--- config.mk ---
export PLATFORM = sky130hd
export DESIGN_NAME = field_memory_pointer_control
export DESIGN_NICKNAME = d
export VERILOG_FILES = /design/src/field_memory_pkg.sv /design/src/field_memory_pointer_control.sv /design/src/jump_addr_load.sv /design/src/pin_sync.sv
export SDC_FILE = /design/constraint.sdc
export NUM_CORES = 1
export LEC_CHECK = 0
export ABC_AREA = 1
export BUFFER_PORTS_ARGS = -buffer_cell sky130_fd_sc_hd__buf_2
export CORE_AREA = 3 3 141 143
export CTS_CLUSTER_SIZE = 10
export DETAILED_ROUTE_END_ITERATION = 8
export DIE_AREA = 0 0 144 146
export PLACE_DENSITY = 0.91
export SYNTH_ARGS = -nofsm -noshare
export SYNTH_HDL_FRONTEND = slang
export SYNTH_HIERARCHICAL = 1
export SYNTH_SLANG_ARGS = --single-unit
--- constraint.sdc ---
create_clock -name ref_clk -period 7.3 [get_ports ref_clk]
set_clock_uncertainty 0.15 [all_clocks]
set_input_delay 0.365 -clock ref_clk [delete_from_list [all_inputs] [get_ports ref_clk]]
set_output_delay 0.365 -clock ref_clk [all_outputs]
set_load 0.02 [all_outputs]
--- src/field_memory_pkg.sv ---
package field_memory_pkg;

   // pointer field widths
   localparam int LINE_W = 9;
   localparam int DOT_W = 11;
   localparam int WORD_W = 19;
   localparam int JUMP_W = 15;
   localparam int NBITS_W = 4;

   // jump address length in serial bits
   localparam logic [NBITS_W-1:0] JUMP_BITS_NARROW = 4'he;
   localparam logic [NBITS_W-1:0] JUMP_BITS_WIDE = 4'hf;

   // last positions of the address spaces
   localparam logic [WORD_W-1:0] FIFO_WORD_LAST = 19'h50fff;
   localparam logic [DOT_W-1:0] DOT_LAST_NARROW = 11'h3ff;
   localparam logic [DOT_W-1:0] DOT_LAST_WIDE = 11'h47f;
   localparam logic [LINE_W-1:0] LINE_LAST_NARROW = 9'h143;
   localparam logic [LINE_W-1:0] LINE_LAST_WIDE = 9'h11f;

   // values after reset, and the pointer home position
   localparam logic [LINE_W-1:0] LINE_RST = 9'h000;
   localparam logic [DOT_W-1:0] DOT_RST = 11'h000;
   localparam logic [WORD_W-1:0] WORD_RST = 19'h00000;
   localparam logic [JUMP_W-1:0] JUMP_RST = 15'h0000;

   // bit positions inside a side's synchronised pin vector
   localparam int PIN_W = 9;
   localparam int PIN_CLK = 0;
   localparam int PIN_RS_N = 1;
   localparam int PIN_AS_N = 2;
   localparam int PIN_LR_N = 3;
   localparam int PIN_WIN_N = 4;
   localparam int PIN_CLR_N = 5;
   localparam int PIN_GATE_N = 6;
   localparam int PIN_EN_N = 7;
   localparam int PIN_DATA = 8;
   localparam logic [PIN_W-1:0] PIN_RST = 9'h1ff;

   typedef enum logic [3:0] {
      OP_IDLE,
      OP_NORMAL,
      OP_RESET,
      OP_JUMP,
      OP_SETUP,
      OP_LINE_INC,
      OP_LINE_HOLD,
      OP_WIN_JUMP,
      OP_WIN_RESET,
      OP_CLEAR
   } op_t;

endpackage : field_memory_pkg

--- src/field_memory_pointer_control.sv ---
`timescale 1ns/1ps
// Functional notes
// - pointer operations act only while the side's clock gate is low
// - 1-D write: both strobes high advance the write pointer by one
// - 1-D write: reset low, address strobe high sends pointer to 0
// - 1-D write: both strobes low jump to the stored jump address
// - 1-D write: reset high, address low shifts in jump address, pointer held
// - 1-D read: both strobes high advance the read pointer by one
// - 1-D read: reset low, address strobe high sends pointer to 0
// - 1-D read: both strobes low jump to the stored jump address
// - 1-D read: reset high, address low shifts in jump address, pointer held
// - 2-D write pointer stops at its line's last dot
// - write line increment goes to first dot of next line at once
// - read line increment goes to first dot of next line at once
// - line hold returns pointer to first dot of the current line
// - in window mode line increment goes to window left edge, next line
// - in window mode line hold goes to window left edge, same line
// - window reset returns pointer to the window origin, the jump address
// - jump with window select low turns window scanning on
// - in window mode pointer still stops at its line's last address
// - clear sends pointer to zero regardless and ends window scanning
module field_memory_pointer_control
   import field_memory_pkg::*;
(
   // clock and reset
   input wire logic ref_clk,
   input wire logic nrst,
   // addressing mode straps
   input wire logic two_dim_mode,
   input wire logic wide_line_mode,
   // write side pins
   input wire logic write_clock,
   input wire logic write_reset_strobe_n,
   input wire logic write_addr_strobe_n,
   input wire logic write_line_reset_n,
   input wire logic write_window_sel_n,
   input wire logic write_clear_strobe_n,
   input wire logic write_clock_gate_n,
   input wire logic write_enable_n,
   input wire logic write_jump_data,
   // read side pins
   input wire logic read_clock,
   input wire logic read_reset_strobe_n,
   input wire logic read_addr_strobe_n,
   input wire logic read_line_reset_n,
   input wire logic read_window_sel_n,
   input wire logic read_clear_strobe_n,
   input wire logic read_clock_gate_n,
   input wire logic read_enable_n,
   input wire logic read_jump_data,
   // write pointer state
   output logic [WORD_W-1:0] write_word_addr,
   output logic [LINE_W-1:0] write_line,
   output logic [DOT_W-1:0] write_dot,
   output logic write_window_on,
   output logic write_line_end,
   output logic write_access,
   output logic write_setup_busy,
   output logic [JUMP_W-1:0] write_jump_addr,
   // read pointer state
   output logic [WORD_W-1:0] read_word_addr,
   output logic [LINE_W-1:0] read_line,
   output logic [DOT_W-1:0] read_dot,
   output logic read_window_on,
   output logic read_line_end,
   output logic read_access,
   output logic read_setup_busy,
   output logic [JUMP_W-1:0] read_jump_addr
);

   function automatic op_t decode_op(
      input logic two_d,
      input logic rs_n,
      input logic as_n,
      input logic lr_n,
      input logic win_n,
      input logic clr_n
   );
      op_t op;
      op = OP_NORMAL;
      if (!two_d) begin
         // line reset, window and clear pins mean nothing in 1-d
         unique case ({rs_n, as_n})
            2'b11: op = OP_NORMAL;
            2'b01: op = OP_RESET;
            2'b00: op = OP_JUMP;
            2'b10: op = OP_SETUP;
         endcase
      end else if (!clr_n) begin
         op = OP_CLEAR;
      end else begin
         // window select high picks the plain forms
         unique case ({rs_n, as_n, lr_n})
            3'b111: op = OP_NORMAL;
            3'b011: op = win_n ? OP_RESET : OP_WIN_RESET;
            3'b001: op = win_n ? OP_JUMP : OP_WIN_JUMP;
            3'b101: op = OP_SETUP;
            3'b110: op = OP_LINE_INC;
            3'b010: op = OP_LINE_HOLD;
            // 100 and 000 are undefined; counting on is the safe guess
            default: op = OP_NORMAL;
         endcase
      end
      return op;
   endfunction : decode_op

   // any pointer reposition, as opposed to counting or setup
   function automatic logic is_sys_reset(input op_t op);
      return !(op == OP_IDLE || op == OP_NORMAL || op == OP_SETUP);
   endfunction : is_sys_reset

   logic [1:0] mode_q;
   logic mode_2d;
   logic mode_wide;
   logic [NBITS_W-1:0] nbits;
   logic [LINE_W-1:0] line_last;
   logic [DOT_W-1:0] dot_last;
   logic [PIN_W-1:0] side_pins [2];
   logic [WORD_W-1:0] word_q [2];
   logic [LINE_W-1:0] line_q [2];
   logic [DOT_W-1:0] dot_q [2];
   logic [JUMP_W-1:0] jump_q [2];
   logic win_q [2];
   logic end_q [2];
   logic access_q [2];
   logic busy_q [2];

   // straps are slow but still cross into ref_clk
   pin_sync #(
      .W(2)
   ) u_mode_sync (
      .ref_clk(ref_clk),
      .nrst(nrst),
      .pin_in({wide_line_mode, two_dim_mode}),
      .pin_q(mode_q),
      .rise()
   );

   assign mode_2d = mode_q[0];
   assign mode_wide = mode_q[1];
   assign nbits = (mode_2d && mode_wide) ? JUMP_BITS_WIDE : JUMP_BITS_NARROW;
   assign line_last = mode_wide ? LINE_LAST_WIDE : LINE_LAST_NARROW;
   assign dot_last = mode_wide ? DOT_LAST_WIDE : DOT_LAST_NARROW;

   assign side_pins[0] = {write_jump_data, write_enable_n,
      write_clock_gate_n, write_clear_strobe_n, write_window_sel_n,
      write_line_reset_n, write_addr_strobe_n, write_reset_strobe_n,
      write_clock};
   assign side_pins[1] = {read_jump_data, read_enable_n,
      read_clock_gate_n, read_clear_strobe_n, read_window_sel_n,
      read_line_reset_n, read_addr_strobe_n, read_reset_strobe_n,
      read_clock};

   // index 0 is the write system, 1 the read system; they never interact
   for (genvar i = 0; i < 2; i++) begin : g_side
      logic [PIN_W-1:0] pin_q;
      logic edge_p;
      logic gate_open;
      op_t op_now;
      op_t op_do;
      op_t pend_r;
      logic [WORD_W-1:0] word_r;
      logic [LINE_W-1:0] line_r;
      logic [DOT_W-1:0] dot_r;
      logic win_r;
      logic access_r;
      logic [LINE_W-1:0] j_line;
      logic [DOT_W-1:0] j_dot;
      logic [WORD_W-1:0] j_word;
      logic [DOT_W-1:0] left_dot;
      logic [LINE_W-1:0] next_line;

      // pin clock must be well below ref_clk, strobes held past its edge
      pin_sync #(
         .W(PIN_W)
      ) u_sync (
         .ref_clk(ref_clk),
         .nrst(nrst),
         .pin_in(side_pins[i]),
         .pin_q(pin_q),
         .rise(edge_p)
      );

      assign gate_open = ~pin_q[PIN_GATE_N];
      assign op_now = decode_op(mode_2d, pin_q[PIN_RS_N], pin_q[PIN_AS_N],
         pin_q[PIN_LR_N], pin_q[PIN_WIN_N], pin_q[PIN_CLR_N]);

      // setup shifts regardless of the clock gate
      jump_addr_load u_jump (
         .ref_clk(ref_clk),
         .nrst(nrst),
         .step(edge_p),
         .start(op_now == OP_SETUP),
         .addr_strobe_n(pin_q[PIN_AS_N]),
         .data(pin_q[PIN_DATA]),
         .nbits(nbits),
         .jump_addr(jump_q[i]),
         .busy(busy_q[i])
      );

      // while gated only the first reposition is kept, run on reopening
      // later ones are dropped, not queued, so a burst costs nothing
      always_ff @(posedge ref_clk or negedge nrst) begin
         if (!nrst) begin
            pend_r <= OP_IDLE;
         end else if (edge_p) begin
            if (gate_open) begin
               pend_r <= OP_IDLE;
            end else if (pend_r == OP_IDLE && is_sys_reset(op_now)) begin
               pend_r <= op_now;
            end
         end
      end

      always_comb begin
         if (!gate_open) begin
            op_do = OP_IDLE;
         end else if (pend_r != OP_IDLE) begin
            op_do = pend_r;
         end else begin
            op_do = op_now;
         end
      end

      // origin follows the live jump register, hence late reloads only
      assign j_line = mode_wide ? jump_q[i][14:6] : jump_q[i][13:5];
      // read side relies on a zero horizontal block here
      assign j_dot = mode_wide ? {jump_q[i][5:0], 5'h00} :
         {1'b0, jump_q[i][4:0], 5'h00};
      assign j_word = {jump_q[i][13:0], 5'h00};
      assign left_dot = win_r ? j_dot : DOT_RST;
      // last line wraps so a line increment never sticks at the bottom
      assign next_line = (line_r == line_last) ? LINE_RST : line_r + 1'b1;

      // one-dimensional pointer
      always_ff @(posedge ref_clk or negedge nrst) begin
         if (!nrst) begin
            word_r <= WORD_RST;
         end else if (edge_p && !mode_2d) begin
            unique case (op_do)
               OP_NORMAL: begin
                  // the fifo wraps at the end of the array
                  if (word_r == FIFO_WORD_LAST) begin
                     word_r <= WORD_RST;
                  end else begin
                     word_r <= word_r + 1'b1;
                  end
               end
               OP_RESET: word_r <= WORD_RST;
               OP_JUMP: word_r <= j_word;
               default: word_r <= word_r;
            endcase
         end
      end

      // two-dimensional pointer
      // no right window edge is kept; the line end is the only stop
      always_ff @(posedge ref_clk or negedge nrst) begin
         if (!nrst) begin
            line_r <= LINE_RST;
            dot_r <= DOT_RST;
         end else if (edge_p && mode_2d) begin
            unique case (op_do)
               OP_NORMAL: begin
                  if (dot_r != dot_last) begin
                     dot_r <= dot_r + 1'b1;
                  end
               end
               OP_RESET, OP_CLEAR: begin
                  line_r <= LINE_RST;
                  dot_r <= DOT_RST;
               end
               OP_JUMP, OP_WIN_JUMP, OP_WIN_RESET: begin
                  line_r <= j_line;
                  dot_r <= j_dot;
               end
               OP_LINE_INC: begin
                  line_r <= next_line;
                  dot_r <= left_dot;
               end
               OP_LINE_HOLD: dot_r <= left_dot;
               default: dot_r <= dot_r;
            endcase
         end
      end

      // window scanning flag
      always_ff @(posedge ref_clk or negedge nrst) begin
         if (!nrst) begin
            win_r <= 1'b0;
         end else if (!mode_2d) begin
            win_r <= 1'b0;
         end else if (edge_p) begin
            unique case (op_do)
               OP_WIN_JUMP: win_r <= 1'b1;
               OP_RESET, OP_JUMP, OP_CLEAR: win_r <= 1'b0;
               default: win_r <= win_r;
            endcase
         end
      end

      // a data slot is used only on open, enabled clock edges
      // enable never blocks pointer moves, only the slot
      always_ff @(posedge ref_clk or negedge nrst) begin
         if (!nrst) begin
            access_r <= 1'b0;
         end else begin
            access_r <= edge_p & gate_open & ~pin_q[PIN_EN_N];
         end
      end

      assign word_q[i] = word_r;
      assign line_q[i] = line_r;
      assign dot_q[i] = dot_r;
      assign win_q[i] = win_r;
      assign end_q[i] = mode_2d && (dot_r == dot_last);
      assign access_q[i] = access_r;
   end

   assign write_word_addr = word_q[0];
   assign write_line = line_q[0];
   assign write_dot = dot_q[0];
   assign write_window_on = win_q[0];
   assign write_line_end = end_q[0];
   assign write_access = access_q[0];
   assign write_setup_busy = busy_q[0];
   assign write_jump_addr = jump_q[0];

   assign read_word_addr = word_q[1];
   assign read_line = line_q[1];
   assign read_dot = dot_q[1];
   assign read_window_on = win_q[1];
   assign read_line_end = end_q[1];
   assign read_access = access_q[1];
   assign read_setup_busy = busy_q[1];
   assign read_jump_addr = jump_q[1];

endmodule : field_memory_pointer_control

--- src/jump_addr_load.sv ---
`timescale 1ns/1ps
module jump_addr_load
   import field_memory_pkg::*;
(
   // clock and reset
   input wire logic ref_clk,
   input wire logic nrst,
   // pin clock edge and decoded setup request
   input wire logic step,
   input wire logic start,
   input wire logic addr_strobe_n,
   input wire logic data,
   input wire logic [NBITS_W-1:0] nbits,
   // stored jump address
   output logic [JUMP_W-1:0] jump_addr,
   output logic busy
);

   logic [NBITS_W-1:0] idx_r;

   // msb first; raising the strobe early keeps the old low bits
   always_ff @(posedge ref_clk or negedge nrst) begin
      if (!nrst) begin
         jump_addr <= JUMP_RST;
         busy <= 1'b0;
         idx_r <= '0;
      end else if (step) begin
         if (busy) begin
            if (addr_strobe_n) begin
               busy <= 1'b0;
            end else begin
               jump_addr[idx_r] <= data;
               if (idx_r == '0) begin
                  busy <= 1'b0;
               end else begin
                  idx_r <= idx_r - 4'h1;
               end
            end
         end else if (start) begin
            jump_addr[nbits - 4'h1] <= data;
            busy <= 1'b1;
            idx_r <= nbits - 4'h2;
         end
      end
   end

endmodule : jump_addr_load

--- src/pin_sync.sv ---
`timescale 1ns/1ps
module pin_sync
   import field_memory_pkg::*;
#(
   parameter int W = PIN_W
) (
   // clock and reset
   input wire logic ref_clk,
   input wire logic nrst,
   // pins from the other party
   input wire logic [W-1:0] pin_in,
   // synchronised pins, bit 0 is the pin clock
   output logic [W-1:0] pin_q,
   output logic rise
);

   logic [W-1:0] meta_r;
   logic prev_r;

   // all pins share one chain so strobes stay aligned with their clock
   always_ff @(posedge ref_clk or negedge nrst) begin
      if (!nrst) begin
         meta_r <= '1;
         pin_q <= '1;
      end else begin
         meta_r <= pin_in;
         pin_q <= meta_r;
      end
   end

   // reset high so a clock already high at release gives no edge
   always_ff @(posedge ref_clk or negedge nrst) begin
      if (!nrst) begin
         prev_r <= 1'b1;
      end else begin
         prev_r <= pin_q[0];
      end
   end

   assign rise = pin_q[0] & ~prev_r;

endmodule : pin_sync

== After elaboration in Yosys (flattened, before gate mapping) ==
Cells that the tools add are included.

* Add/sub/neg operators: 10
* $lt $le $gt $ge: 6
* Eq/ne operators: 56
* Mux-type cells: 79
* Bitwise operators: 12
* Reductions and logical operators: 59

{| class="wikitable"
|+ Operators by type and width
! cell !! count
|-
| case mux 19 bit (3 select lines) || 2
|-
| 2-to-1 mux 15 bit || 6
|-
| 2-to-1 mux 4 bit || 22
|-
| case mux 11 bit (4 select lines) || 2
|-
| 2-to-1 mux 11 bit || 7
|-
| bitwise mux 15 bit || 4
|-
| case mux 9 bit (3 select lines) || 2
|-
| case mux 4 bit (5 select lines) || 2
|-
| adder 19 x 1 -> 19 bit (second input constant) || 2
|-
| equality test 19 bit (second input constant) || 2
|-
| 2-to-1 mux 19 bit || 2
|-
| 2-to-1 mux 9 bit || 4
|-
| equality test 4 x 3 -> 1 bit (second input constant) || 8
|-
| case mux 4 bit (4 select lines) || 2
|-
| logical NOT 4 bit || 6
|-
| adder 11 x 1 -> 11 bit (second input constant) || 2
|-
| equality test 11 bit || 2
|-
| != test 11 bit || 2
|-
| != test 2 bit (second input constant) || 10
|-
| adder 9 x 1 -> 9 bit (second input constant) || 2
|-
| equality test 9 bit || 2
|-
| equality test 4 x 1 -> 1 bit (second input constant) || 4
|-
| equality test 4 x 2 -> 1 bit (second input constant) || 4
|-
| equality test 4 bit (second input constant) || 4
|-
| other kinds (30) || 117
|}

* Flip-flop bits (word level): 172
* Bits of input ports: 22
* Logic and storage cells: 248

== Depth between registers and ports, before layout ==
* Depth in word-level cells: 11
* Gate-level depth with buffers: 17
* Mapped depth without buffers: 17

== Modules after synthesis ==
Netlist, hierarchy kept.

{| class="wikitable"
|+ Modules (own cells, without submodules)
! module !! instances !! cells each !! area an instance (µm²)
|-
| field_memory_pointer_control || 1 || 995 || 6961.7
|-
| jump_addr_load at g_side[1].u_jump || 1 || 233 || 1562.7
|-
| jump_addr_load at g_side[0].u_jump || 1 || 233 || 1537.7
|-
| pin_sync at g_side[0].u_sync ... || 2 || 21 || 509.2
|-
| pin_sync at u_mode_sync || 1 || 7 || 141.4
|}

== Worst setup path before layout ==
No wires, ideal clock.

* Path kind: flip-flop to flip-flop
* Start: register g_side[0].u_sync.pin_q[2]
* End: register g_side[0].u_jump.jump_addr[13]
* Setup time: 0.113 ns
* Data arrival time: 2.098 ns
* Required time: 7.037 ns
* Path slack: 4.939 ns
* Cell stages (with the launch flop): 14
* Cells stage by stage: dfstp_2 > inv_1 > ha_1 > o21ai_0 > nand2_1 > nor3b_1 > inv_1 > nor2_2 > o21ai_4 > buf_6 > a21oi_2 > nand3_1 > nand2_1 > inv_1

* Cells in the longest elaborated chain, start to end: 7
* Elaborated cells between the ends (all ways): 17
* Those cells by class: 10 x eq/ne; 4 x mux; 3 x reduce/logical

{| class="wikitable"
|+ Ends and longest elaborated chain
! item !! RTL line !! RTL
|-
| from (decl) || pin_sync.sv:13 || <nowiki>output logic [W-1:0] pin_q,</nowiki>
|-
| from (signal assigned) || pin_sync.sv:27 || <nowiki>pin_q <= meta_r;</nowiki>
|-
| equality test 3 x 2 -> 1 bit (tied with other cells) || field_memory_pointer_control.sv:93 || <nowiki>unique case ({rs_n, as_n, lr_n})</nowiki>
|-
| case mux 4 bit (5 select lines) || field_memory_pointer_control.sv:93 ||
|-
| 2-to-1 mux 4 bit || field_memory_pointer_control.sv:89 || <nowiki>end else if (!clr_n) begin</nowiki>
|-
| 2-to-1 mux 4 bit || field_memory_pointer_control.sv:81 || <nowiki>if (!two_d) begin</nowiki>
|-
| equality test 4 x 3 -> 1 bit || field_memory_pointer_control.sv:193 || <nowiki>.start(op_now == OP_SETUP),</nowiki>
|-
| nonzero test 2 bit (no line) || - ||
|-
| AND reduction 3 bit (no line) (*) || - ||
|-
| to (signal, indexed assignment) || jump_addr_load.sv:32 || <nowiki>jump_addr[idx_r] <= data;</nowiki>
|-
| to (signal, indexed assignment) || jump_addr_load.sv:40 || <nowiki>jump_addr[nbits - 4'h1] <= data;</nowiki>
|-
| to (decl) || jump_addr_load.sv:15 || <nowiki>output logic [JUMP_W-1:0] jump_addr,</nowiki>
|}

Every way passes the cells marked *; elsewhere a longest branch is shown, timed or not. The select of a mux whose other input is x is not followed.
A chain may end at the register's enable or synchronous reset.

== Worst setup path in the final report ==
* Start: register g_side[0].u_sync.pin_q[2]
* End: register g_side[0].word_r[5], in the netlist write_word_addr[5]

* Cells in the longest elaborated chain, start to end: 9
* Elaborated cells between the ends (all ways): 21
* Those cells by class: 11 x eq/ne; 7 x mux; 3 x reduce/logical

{| class="wikitable"
|+ Ends and longest elaborated chain
! item !! RTL line !! RTL
|-
| equality test 3 x 2 -> 1 bit (tied with other cells) || field_memory_pointer_control.sv:93 ||
|-
| case mux 4 bit (5 select lines) || field_memory_pointer_control.sv:93 ||
|-
| 2-to-1 mux 4 bit || field_memory_pointer_control.sv:89 ||
|-
| 2-to-1 mux 4 bit (*) || field_memory_pointer_control.sv:81 ||
|-
| 2-to-1 mux 4 bit (*) || field_memory_pointer_control.sv:218 || <nowiki>end else if (pend_r != OP_IDLE) begin</nowiki>
|-
| 2-to-1 mux 4 bit (*) || field_memory_pointer_control.sv:216 || <nowiki>if (!gate_open) begin</nowiki>
|-
| equality test 4 x 2 -> 1 bit / equality test 4 x 1 -> 1 bit (equally long branches) || field_memory_pointer_control.sv:240 || <nowiki>unique case (op_do)</nowiki>
|-
| nonzero test 3 bit (no line) || - ||
|-
| AND reduction 2 bit (no line) || - ||
|-
| to (signal assigned) || field_memory_pointer_control.sv:246 || <nowiki>word_r <= word_r + 1'b1;</nowiki>
|-
| to (signal assigned) || field_memory_pointer_control.sv:250 || <nowiki>OP_JUMP: word_r <= j_word;</nowiki>
|-
| to (signal assigned) || field_memory_pointer_control.sv:251 || <nowiki>default: word_r <= word_r;</nowiki>
|-
| to (decl) || field_memory_pointer_control.sv:162 || <nowiki>logic [WORD_W-1:0] word_r;</nowiki>
|}

Marked as above.

==> results.txt <==
Placer Congestion = 0.967
Initial Utilization = 0.598
Avg WL per Cell = 14.7 um
Total track usage = 0.268
Initial antenna violation count = 1
Final non-filler cell total = 1912
Crit. End Element = flip-flop
Dpl cells = 1859
Post-Synthesis Cells = 1507
Minimum clock period = 3.33 ns
Total CTS buffers = 17
Met1 Use GR = 0.340
Longest Clk Path Bufs = 2
Measured slew at the worst slew-check pin = 1.15 ns
TNS Setup = 0 ns
First-pass GRT wire length = 46700 um
Synth warn = 6
Avg Synthesized Cell Area = 7.42 um2
FMAX = 301 MHz
Maximum fanout along the worst path = 33
Max Cap Viol = 0
Layout area overhead = 13.9%
First-pass DRT Iterations = 6
Vias per inst = 5.60
Fraction of layout cells with a size suffix above 1 = 0.199
Critical Path Source = g_side[0].u_sync/pin_q[2]
Clk slew on worst S/H paths = 0.07 ns
Max_slew headroom = 0.233
CP Data Arrival Time = 3.49 ns
Final hold violation count = 0
Count of pins over their slew limit = 0
CTS tree = yes
Chip Height = 146 um
DP Wirelength = 20200 um
Final setup fails = 0
Met3 usage = 0.0592
Nets = 1715
Worst EP required = 7.46 ns
Core ar. = 18700 um2
Global routing usage on met2 = 0.437
Setup ws final = 3.97 ns
Fin Hold WS = 0.203 ns
# rows = 50
Tcrit/Tclk final = 0.456
Vias in the first global route = 10000
PortBufs = 137
Global route hottest layer = met2
H-Tree Depth = 4
CP Class = flip-flop to flip-flop
Largest net degree at the start of global routing = 113
Die Wd = 144 um
DRC = 0
Mapped Area = 11200 um2
Outcome = completed
Unrepaired setup endpoints after global routing = no
Placement Setup Slack = 4.03 ns
Ant diodes = 0
Hold_sp = g_side[1].u_sync/meta_r[4]
Flop2flop setup slack = 3.97 ns
DRT iter0 DRCs = 899
Clk sinks = 172
Crit start category = flip-flop
Min-Delay Path Class = flip-flop to flip-flop
Number of routed nets with antenna violations = 0
DR vias = 10700
Pleak = 6.65 nW
Max VDD drop = 0.219 mV
Number of top-level pins = 138
Die area = 21000 um2
Grt total ovfl = 0
Pwr/cell area = 290 nW/um2
Clock Tree Root = clkbuf_16
Clk_lat worst skew = 0.43 ns
Fillers = 1538
Reg-to-Reg Start = g_side[0].u_sync/pin_q[2]
Drt total wl = 28100 um
## critical path, stage by stage (launching register included)
cell	delay [ns]
dfstp_2	0.61
inv_1	0.11
ha_1	0.29
nand2_1	0.08
nand2_2	0.08
nand2_2	0.08
nand2_4	0.07
nand2_2	0.12
nand3_1	0.09
nor2_2	0.88
inv_1	0.29
o211ai_1	0.26
a21oi_1	0.09
## layer usage
| layer | vias to the layer above | wire length, um |
|---|---|---|
| met5 | - | 14 |
| met4 | 2 | 921 |
| met3 | 77 | 2100 |
| met2 | 490 | 13500 |
| met1 | 4956 | 11500 |
| li1 | 5181 | - |
## worst paths after layout
check,end,depth (start not counted)
max,write_word_addr[5],12
min,g_side[1].u_sync/pin_q[4],0
max reg2reg,write_word_addr[5],12
min reg2reg,g_side[1].u_sync/pin_q[4],0
max in group asynchronous,write_line[8],3
min in group asynchronous,write_dot[0],2
## repair_timing
item,4_1_cts,5_1_grt
hold buffers,21,0
endpoints found under the setup margin,0,0
endpoints found under the hold margin,89,0
setup buffers,0,0
resized for setup,0,0
## state kept, by name, indices dropped and copies added (netlist names)
signal                   cells
read_dot                    11
g_side.u_jump/jump_addr     30
read_line                    9
g_side.u_sync/prev_r         2
read_word_addr              19
g_side.u_sync/pin_q         18
g_side.u_sync/meta_r        18
g_side.u_jump/busy           2
write_word_addr             19
write_line                   9
read_window_on               1
read_access                  1
u_mode_sync/meta_r           2
g_side.u_jump/idx_r          8
u_mode_sync/pin_q            2
g_side.pend_r                8
write_access                 1
write_dot                   11
write_window_on              1
## power breakdown
| group | total (W) | switching, W | internal (W) |
|---|---|---|---|
| logic | 0.00137 | 0.000898 | 0.000473 |
| registers | 0.00147 | 0.000305 | 0.00116 |
| clock network | 0.000860 | 0.000388 | 0.000471 |
| total | 0.00370 | 0.00159 | 0.00211 |
## metrics by stage
step | total power [W] | instance area, um2 | util
2_1_floorplan | 0.00241 | 11300 | -
3_3_place_gp | 0.00276 | 12000 | 0.641
3_5_place_dp | 0.00281 | 12000 | 0.641
4_1_cts | 0.00369 | 12700 | 0.681
5_1_grt | 0.00395 | 12700 | 0.681
6_report | 0.00370 | 12700 | 0.681
## cell type report
type | count | area (um2) | area share
multi-input combinational | 1116 | 5880 | 0.462
clock buffer | 19 | 433 | 0.0340
inverter | 199 | 752 | 0.0590
clock inverter | 13 | 119 | 0.00933
tap | 234 | 293 | 0.0230
sequential | 172 | 4360 | 0.342
timing repair buffer | 159 | 910 | 0.0714
## cell usage in the layout, fill, tap and decap left out, types with 4 or more instances in the layout
cell type,n
nand2_1,433
inv_1,178
nand3_1,138
buf_2,136
dfrtp_1,130
nor2_1,89
a21oi_1,62
o21ai_0,57
dfstp_2,42
xor2_1,40
nand4_1,37
nand2_2,29
ha_1,28
nor3_1,21
dlygate4sd3_1,21
inv_2,20
conb_1,20
nor2_2,19
a22oi_1,18
clkbuf_16,17
o21ai_2,13
a21oi_2,11
o22ai_1,10
xnor2_1,10
nor2_4,9
o211ai_1,9
o31ai_1,7
nand3_2,6
a31oi_1,6
nor4_1,5
nand2_4,5
o21ai_1,5
or2_2,4
inv_6,4
Note: power is estimated with default switching activity, not from simulation.
